===== src/gcl_pkg.sv =====
// =====================================================
// Shared constants and types for the gain limit block
// =====================================================
package gcl_pkg;

   // Register addresses
   localparam logic [5:0] ADDR_LIMIT_TARGET = 6'h1b;
   localparam logic [5:0] ADDR_STRATEGY = 6'h1c;

   // Field positions, limit and target register
   localparam int DIG_CEIL_LSB = 6;
   localparam int FRONT_CEIL_LSB = 3;
   localparam int TARGET_LSB = 0;

   // Field positions, strategy register
   localparam int RESERVED_BIT = 7;
   localparam int ORDER_BIT = 6;
   localparam int REL_THR_LSB = 4;

   // Reset values
   localparam logic [1:0] DIG_CEIL_RST = 2'h0;
   localparam logic [2:0] FRONT_CEIL_RST = 3'h0;
   localparam logic [2:0] TARGET_RST = 3'h3;
   localparam logic ORDER_RST = 1'b1;
   localparam logic [1:0] REL_THR_RST = 2'h0;

   // Relative carrier-sense rise in dB per code, code 0 disables
   localparam logic [7:0] REL_RISE_1 = 8'h06;
   localparam logic [7:0] REL_RISE_2 = 8'h0a;
   localparam logic [7:0] REL_RISE_3 = 8'h0e;

   // Settings decoded from both registers
   typedef struct packed {
      logic [1:0] digCeiling;
      logic [2:0] frontCeiling;
      logic [2:0] amplitudeTarget;
      logic gainReductionOrder;
      logic [1:0] relCarrierThreshold;
   } gcl_cfg_type;

   // Gain setting of the three amplifier stages, in steps
   typedef struct packed {
      logic [2:0] digitalAmp;
      logic [2:0] frontStage1;
      logic [2:0] frontStage2;
   } gcl_gain_type;

endpackage


===== src/gcl_gain_control.sv =====
`timescale 1ns/1ps
// What this block does
// - Digital ceiling n bars n top steps
// - Front ceiling code lowers combined front maximum
// - Target codes map 24..42 dB, reset 3
// - Loop compares filtered amplitude with target
// - Order one: lower first stage first
// - Order zero: second stage to minimum first
// - Relative threshold field bits 5:4, reset 0
// - Codes: off, 6, 10, 14 dB rise
module gcl_gain_control #(
   parameter int STEP_W = 3,
   parameter logic [2:0] DIG_TOP = 3'h7,
   parameter logic [2:0] STAGE_TOP = 3'h7
) (
   input wire logic clk_sys,
   input wire logic rst,
   input wire logic regWrEn,
   input wire logic [5:0] regAddr,
   input wire logic [7:0] regWrData,
   output logic [7:0] regRdData,
   input wire logic ampValid,
   input wire logic [7:0] ampDb,
   input wire logic rssiValid,
   input wire logic [7:0] rssiDb,
   input wire logic carrierClear,
   output gcl_pkg::gcl_gain_type gainSet,
   output logic carrierSense,
   output logic [7:0] targetDb
);

   // =====================================================
   // Helper functions
   // =====================================================

   // Target amplitude in dB for a code; spacing narrows above code 4
   function automatic logic [7:0] target_db(input logic [2:0] code);
      logic [7:0] db;
      db = 8'h00;
      case (code)
         3'h0: db = 8'h18;
         3'h1: db = 8'h1b;
         3'h2: db = 8'h1e;
         3'h3: db = 8'h21;
         3'h4: db = 8'h24;
         3'h5: db = 8'h26;
         3'h6: db = 8'h28;
         default: db = 8'h2a;
      endcase
      return db;
   endfunction

   // Required rise for a relative threshold code
   function automatic logic [7:0] rel_rise(input logic [1:0] code);
      logic [7:0] r;
      r = 8'h00;
      case (code)
         2'h1: r = gcl_pkg::REL_RISE_1;
         2'h2: r = gcl_pkg::REL_RISE_2;
         2'h3: r = gcl_pkg::REL_RISE_3;
         default: r = 8'h00;
      endcase
      return r;
   endfunction

   // =====================================================
   // Configuration registers
   // =====================================================
   gcl_pkg::gcl_cfg_type cfg_ff; // Live settings
   gcl_pkg::gcl_cfg_type nxt_cfg; // Next settings

   // Register write decode
   always_comb begin
      nxt_cfg = cfg_ff;
      if (regWrEn && regAddr == gcl_pkg::ADDR_LIMIT_TARGET) begin
         nxt_cfg.digCeiling = regWrData[gcl_pkg::DIG_CEIL_LSB +: 2];
         nxt_cfg.frontCeiling = regWrData[gcl_pkg::FRONT_CEIL_LSB +: 3];
         nxt_cfg.amplitudeTarget = regWrData[gcl_pkg::TARGET_LSB +: 3];
      end else if (regWrEn && regAddr == gcl_pkg::ADDR_STRATEGY) begin
         nxt_cfg.gainReductionOrder = regWrData[gcl_pkg::ORDER_BIT];
         nxt_cfg.relCarrierThreshold = regWrData[gcl_pkg::REL_THR_LSB +: 2];
         // Reserved bit is dropped here, nothing stores it
      end
   end

   // Settings flops with documented reset values
   always_ff @(posedge clk_sys) begin
      if (rst) begin
         cfg_ff.digCeiling <= gcl_pkg::DIG_CEIL_RST;
         cfg_ff.frontCeiling <= gcl_pkg::FRONT_CEIL_RST;
         cfg_ff.amplitudeTarget <= gcl_pkg::TARGET_RST;
         cfg_ff.gainReductionOrder <= gcl_pkg::ORDER_RST;
         cfg_ff.relCarrierThreshold <= gcl_pkg::REL_THR_RST;
      end else begin
         cfg_ff <= nxt_cfg;
      end
   end

   // Read mux; unmapped addresses read zero
   always_comb begin
      regRdData = 8'h00;
      if (regAddr == gcl_pkg::ADDR_LIMIT_TARGET) begin
         regRdData = {cfg_ff.digCeiling, cfg_ff.frontCeiling, cfg_ff.amplitudeTarget};
      end else if (regAddr == gcl_pkg::ADDR_STRATEGY) begin
         regRdData = {1'b0, cfg_ff.gainReductionOrder, cfg_ff.relCarrierThreshold, 4'h0};
      end
   end

   // =====================================================
   // Gain loop
   // =====================================================
   gcl_pkg::gcl_gain_type gain_ff; // Current stage steps
   gcl_pkg::gcl_gain_type nxt_gain; // Next stage steps
   logic [7:0] target_ff; // Registered target in dB
   logic [7:0] nxt_target;
   logic [2:0] digLimit; // Highest usable digital step
   logic [3:0] frontLimit; // Highest usable combined front step
   logic [3:0] frontSum; // Combined front step

   // Ceilings as step limits
   always_comb begin
      digLimit = DIG_TOP - {1'b0, cfg_ff.digCeiling};
      // Each code removes one combined front step
      frontLimit = {1'b0, STAGE_TOP} + {1'b0, STAGE_TOP} - {1'b0, cfg_ff.frontCeiling};
      frontSum = {1'b0, gain_ff.frontStage1} + {1'b0, gain_ff.frontStage2};
   end

   // One gain step per amplitude sample; ceiling clipping acts on every cycle, digital clip in one jump
   always_comb begin
      nxt_gain = gain_ff;
      // Code decoded to dB for comparison
      nxt_target = target_db(cfg_ff.amplitudeTarget);
      if (gain_ff.digitalAmp > digLimit) begin
         // Ceiling lowered under a running loop: clip at once
         nxt_gain.digitalAmp = digLimit;
      end else if (frontSum > frontLimit) begin
         // Clip the front pair, second stage gives way first
         if (gain_ff.frontStage2 != 3'h0) begin
            nxt_gain.frontStage2 = gain_ff.frontStage2 - 3'h1;
         end else begin
            nxt_gain.frontStage1 = gain_ff.frontStage1 - 3'h1;
         end
      end else if (ampValid && ampDb > target_ff) begin
         if (frontSum != 4'h0) begin
            if (cfg_ff.gainReductionOrder && gain_ff.frontStage1 != 3'h0) begin
               nxt_gain.frontStage1 = gain_ff.frontStage1 - 3'h1;
            // Second stage down to minimum first
            end else if (gain_ff.frontStage2 != 3'h0) begin
               nxt_gain.frontStage2 = gain_ff.frontStage2 - 3'h1;
            end else begin
               nxt_gain.frontStage1 = gain_ff.frontStage1 - 3'h1;
            end
         end else if (gain_ff.digitalAmp != 3'h0) begin
            nxt_gain.digitalAmp = gain_ff.digitalAmp - 3'h1;
         end
      end else if (ampValid && ampDb < target_ff) begin
         // Raise front gain first, same stage first as in the reduction order
         if (frontSum < frontLimit && gain_ff.frontStage2 < STAGE_TOP
             && (!cfg_ff.gainReductionOrder || gain_ff.frontStage1 == STAGE_TOP)) begin
            nxt_gain.frontStage2 = gain_ff.frontStage2 + 3'h1;
         end else if (frontSum < frontLimit && gain_ff.frontStage1 < STAGE_TOP) begin
            nxt_gain.frontStage1 = gain_ff.frontStage1 + 3'h1;
         end else if (frontSum < frontLimit && gain_ff.frontStage2 < STAGE_TOP) begin
            nxt_gain.frontStage2 = gain_ff.frontStage2 + 3'h1;
         end else if (gain_ff.digitalAmp < digLimit) begin
            nxt_gain.digitalAmp = gain_ff.digitalAmp + 3'h1;
         end
      end
   end

   // Gain and target flops; start at full gain
   always_ff @(posedge clk_sys) begin
      if (rst) begin
         gain_ff <= '{digitalAmp: DIG_TOP, frontStage1: STAGE_TOP, frontStage2: STAGE_TOP};
         target_ff <= target_db(gcl_pkg::TARGET_RST);
      end else begin
         gain_ff <= nxt_gain;
         target_ff <= nxt_target;
      end
   end

   // =====================================================
   // Relative carrier sense
   // =====================================================
   logic [7:0] base_ff; // Signal level before the rise
   logic [7:0] nxt_base;
   logic cs_ff; // Carrier sense level
   logic nxt_cs;
   logic [8:0] riseMark; // Baseline plus required rise

   // Assert on a rise of the chosen size over the baseline
   always_comb begin
      nxt_base = base_ff;
      nxt_cs = cs_ff;
      riseMark = {1'b0, base_ff} + {1'b0, rel_rise(cfg_ff.relCarrierThreshold)};
      // Code zero disables the relative test
      if (cfg_ff.relCarrierThreshold == 2'h0) begin
         nxt_cs = 1'b0;
         if (rssiValid) begin
            nxt_base = rssiDb;
         end
      end else if (rssiValid && !cs_ff) begin
         // Rise of 6, 10 or 14 dB
         if ({1'b0, rssiDb} >= riseMark) begin
            nxt_cs = 1'b1;
         end else begin
            nxt_base = rssiDb;
         end
      end else if (carrierClear && !cs_ff) begin
         nxt_cs = 1'b0;
      end else if (carrierClear) begin
         // A set in the same cycle wins: the rise branch above is tested first
         nxt_cs = 1'b0;
         nxt_base = rssiDb;
      end
   end

   // Carrier sense flops
   always_ff @(posedge clk_sys) begin
      if (rst) begin
         base_ff <= 8'hff;
         cs_ff <= 1'b0;
      end else begin
         base_ff <= nxt_base;
         cs_ff <= nxt_cs;
      end
   end

   assign gainSet = gain_ff;
   assign carrierSense = cs_ff;
   assign targetDb = target_ff;

endmodule


===== config.mk =====
export PLATFORM = sky130hd
export DESIGN_NAME = gcl_gain_control
export DESIGN_NICKNAME = d
export VERILOG_FILES = /design/src/gcl_pkg.sv /design/src/gcl_gain_control.sv
export SDC_FILE = /design/constraint.sdc
export NUM_CORES = 1
export LEC_CHECK = 0
export ABC_AREA = 1
export BUFFER_PORTS_ARGS = -buffer_cell sky130_fd_sc_hd__clkbuf_2
export CELL_PAD_IN_SITES_DETAIL_PLACEMENT = 0
export CELL_PAD_IN_SITES_GLOBAL_PLACEMENT = 1
export CORE_MARGIN = 8
export CORE_UTILIZATION = 42
export DETAILED_ROUTE_END_ITERATION = 7
export PLACE_DENSITY_LB_ADDON = 0.08
export SLEW_MARGIN = 20
export SYNTH_ARGS = -nofsm -noshare
export SYNTH_HDL_FRONTEND = slang
export SYNTH_SLANG_ARGS = --single-unit

===== constraint.sdc =====
create_clock -name clk_sys -period 7.5 [get_ports clk_sys]
set_input_delay 0.375 -clock clk_sys [delete_from_list [all_inputs] [get_ports clk_sys]]
set_output_delay 0.375 -clock clk_sys [all_outputs]
set_load 0.02 [all_outputs]

==> summary.md <==
| Metric | Value |
|---|---|
| Post-synthesis sequential area ratio | `0.250` |
| Post-CTS sizing | `0` |
| Final net count | `534` |
| Period utilization | `0.454` |
| Initial antenna violation count | `0` |
| Starting Density | `0.437` |
| Die Y | `97.7 um` |
| Synthesis Warnings | `0` |
| Worst setup SP type | `register` |
| PortBufs | `59` |
| Number of fill cells in the layout | `701` |
| Post-synth top area share | `0.250` |
| Critical path class | `reg2reg` |
| Hold EP | `cfg_ff[3]` |
| CTS tree | `done` |
| Maximum VDD drop | `133 uV` |
| Reg-to-reg setup timing slack | `4.09 ns` |
| CTS Buf Count | `5` |
| Gpl congestion | `0.881` |
| Count of cell types in the netlist | `40` |
| CTS clk-pin slew, worst paths | `0.07 ns` |
| Worst Min Path Start | `regWrData[0]` |
| Total gr overflow | `0` |
| Reg2reg start | `cfg_ff[1]` |
| WP buf/inv | `2` |
| Post-DR vias/cell | `roughly 5` |
| Worst Hold Depth | `3` |
| Slowest stage delay, CP | `between 0.3 and 0.4 ns` |
| Worst path required time | `7.63 ns` |
| Synth top area cells | `dfxtp_1 25%, ha_1 15%, nand2_1 13%, inv_1 8.2%, nand3_1 7.3%` |
| Final Critical Period | `about 3.4 ns` |
| Routed Antenna Nets | `0` |
| Slew Limit Fails | `0` |
| Core box area | `about 0.0064 mm2` |
| Clock Tree Root | `clkbuf_8` |
| CTS Sinks | `35` |
| Slowest CP cell | `fa_1` |
| Post CTS Setup Buffer Count | `0` |
| Final wirelength | `6900 um` |
| Critical path capture point type | `register` |
| Hold buffer count at CTS | `0` |
| DR iter-0 viols | `176` |
| Die X | `97.7 um` |
| Most frequent cells in the layout | `94 x nand2_1, 61 x inv_1, 59 x clkbuf_2, 41 x nand3_1, 35 x dfxtp_1` |
| Yosys reg bits | `35` |
| Slew @ Worst Pin | `0.979 ns` |
| Max-Cap Viols | `0` |
| Clock Tree Buf Depth | `2` |
| Row cnt | `29` |
| Final Skew | `~0.0035 ns` |
| Worst reg2reg path endpoint | `base_ff[0]` |
| Fraction of layout cells with a size suffix above 1 | `0.186` |
| CP Launch Point | `cfg_ff[1]` |
| Setup TNS Final | `0 ns` |
| Worst path top cell family by delay | `simple AND/OR/NAND/NOR gates` |
| Multi-input logic area | `0.00181 mm2` |
| Hold Worst Slack | `0.311 ns` |
| First-pass GRT wire length | `roughly 12000 um` |
| Clock latency on the worst-skew pair | `0.29 ns` |
| Synth Cell Area | `0.00280 mm2` |
| Synthesized instance count | `405` |
| Die area | `0.00955 mm2` |
| Commonest non-fill, non-tap cell in the layout | `nand2_1` |
| Outcome | `complete, no violations` |
| Top-Level Pins | `62` |
| Critical path fanouts, max | `9` |
| Top cell type by total area after synthesis | `dfxtp_1` |
| Final Hold Fails | `0` |
| Largest net degree at the start of global routing | `34` |
| Hold Path Class | `in2reg` |
| Syn_area_per_cell | `6.92 um2` |
| Final setup vio count | `0` |
| Relative slew slack | `0.346` |
| All-Layer GR Usage | `0.149` |
| Vias in the first global route | `2663` |
| Cells on worst reg2reg path | `18` |
| Achievable frequency | `294 MHz` |
| Antenna diode count | `0` |
| Crit-path cells | `nor2_1 -> inv_1 -> ha_1 -> inv_1 -> fa_1 -> or2_2 -> a21boi_0 -> nand3_1 -> xor2_1 -> ha_1 -> nand2_1 -> nor2_1 -> a41oi_1 -> nand2_1 -> nand3_2 -> nand3_1 -> nand2_1 -> nand3_1` |
| Layout overhead on the synthesized area | `16.0%` |
| HPWL after DPL | `between 5000 and 6000 um` |
| CP Data Arrival Time | `3.54 ns` |
| H-Tree Depth | `2` |
| Leakage power | `1.77 nW` |
| Residual DRC | `0` |
| Pwr dens | `271 mW/mm2` |
| Via Count | `2693` |
| Routed length per instance | `roughly 13 um` |
| Register area | `701 um2` |
| RSZ-0062 raised after global routing | `no` |
| Pre-antenna DRT Iters | `4` |
## state kept, by name, summed over array words and instances, names as in the netlist
register      flops
carrierSense      1
targetDb          6
cfg_ff           11
gainSet           9
base_ff           8
## synthesized netlist by cell type
library cell and count:
ha_1 34, nor2_4 1, nand3_1 41, inv_1 61, nand2_1 94, or2_4 1, a21oi_1 21, o211ai_1 3
nor4_1 1, nor3b_4 1, a21boi_0 1, buf_2 1, xor2_1 5, o21a_1 1, conb_1 1, nor2_1 21
nor2_2 3, nor3b_1 1, a21boi_1 1, xnor2_1 6, o21ai_1 2, o21ai_0 19, buf_4 3, or2_2 1
dfxtp_1 35, nand3_2 3, nand4_1 13, nor3_1 3, a41oi_1 1, clkbuf_1 6, o21ai_2 3, buf_8 1
nand3b_1 1, or2_1 1, fa_1 3, mux2i_1 1, nand2_2 5, nand2_4 1, o22ai_1 3, o21bai_1 1
## report_power, final
group / internal, mW / switching (mW)
clock: 0.108 / 0.0689
combinational: 0.175 / 0.292
sequential: 0.205 / 0.0327
## cell type report
class	instances	area share
clock buffer	6	0.0254
inverter	61	0.0704
multi-input combinational	299	0.558
clock inverter	2	0.0108
timing repair buffer	59	0.0908
sequential	35	0.215
tap	77	0.0296
## worst reg2reg max path, stage by stage, from the launching register on
cell,delay [ns]
dfxtp_1,0.36
nor2_1,0.07
inv_1,0.13
ha_1,0.19
inv_1,0.05
fa_1,0.37
or2_2,0.31
a21boi_0,0.25
nand3_1,0.13
xor2_1,0.16
ha_1,0.29
nand2_1,0.07
nor2_1,0.03
a41oi_1,0.14
nand2_1,0.11
nand3_2,0.15
nand3_1,0.26
nand2_1,0.13
nand3_1,0.07
## logic make-up after synthesis
group,synth area share
flops,0.250
fa+ha+maj,0.173
buf+inv,0.105
compound gates,0.113
simple gates,0.320
other cells,0.00134
mux,0.00357
xor+xnor,0.0344
## metrics by stage
step                      utilization  power (mW)  std cells  cell area [um2]  worst slack [ns]
after floorplan                     -       0.613        406             2810              4.40
after global placement          0.488       0.712        531             3130              4.13
after detailed placement        0.488       0.714        531             3130              4.08
after CTS                       0.506       0.893        539             3250              4.08
after global routing            0.506       0.975        539             3250              3.66
final                           0.506       0.882        539             3250              4.09
## how the worst max path moves through the flow
| stage | to | slack (ns) | depth (start not counted) |
|---|---|---|---|
| after floorplan | base_ff[5] | 4.40 | 18 |
| after global placement | base_ff[0] | 4.13 | 18 |
| after detailed placement | base_ff[3] | 4.08 | 18 |
| after CTS | base_ff[0] | 4.08 | 18 |
| after global routing | base_ff[1] | 3.66 | 18 |
| final | base_ff[0] | 4.09 | 18 |
## layer usage
metal  routed length, um  part of all wire  GRT usage
met5                   0                 0          0
met1                2990              0.43      0.162
met3                 263             0.038     0.0365
met4                  82             0.012     0.0396
met2                3560              0.52      0.280
Note: power is estimated with default switching activity, not from simulation.
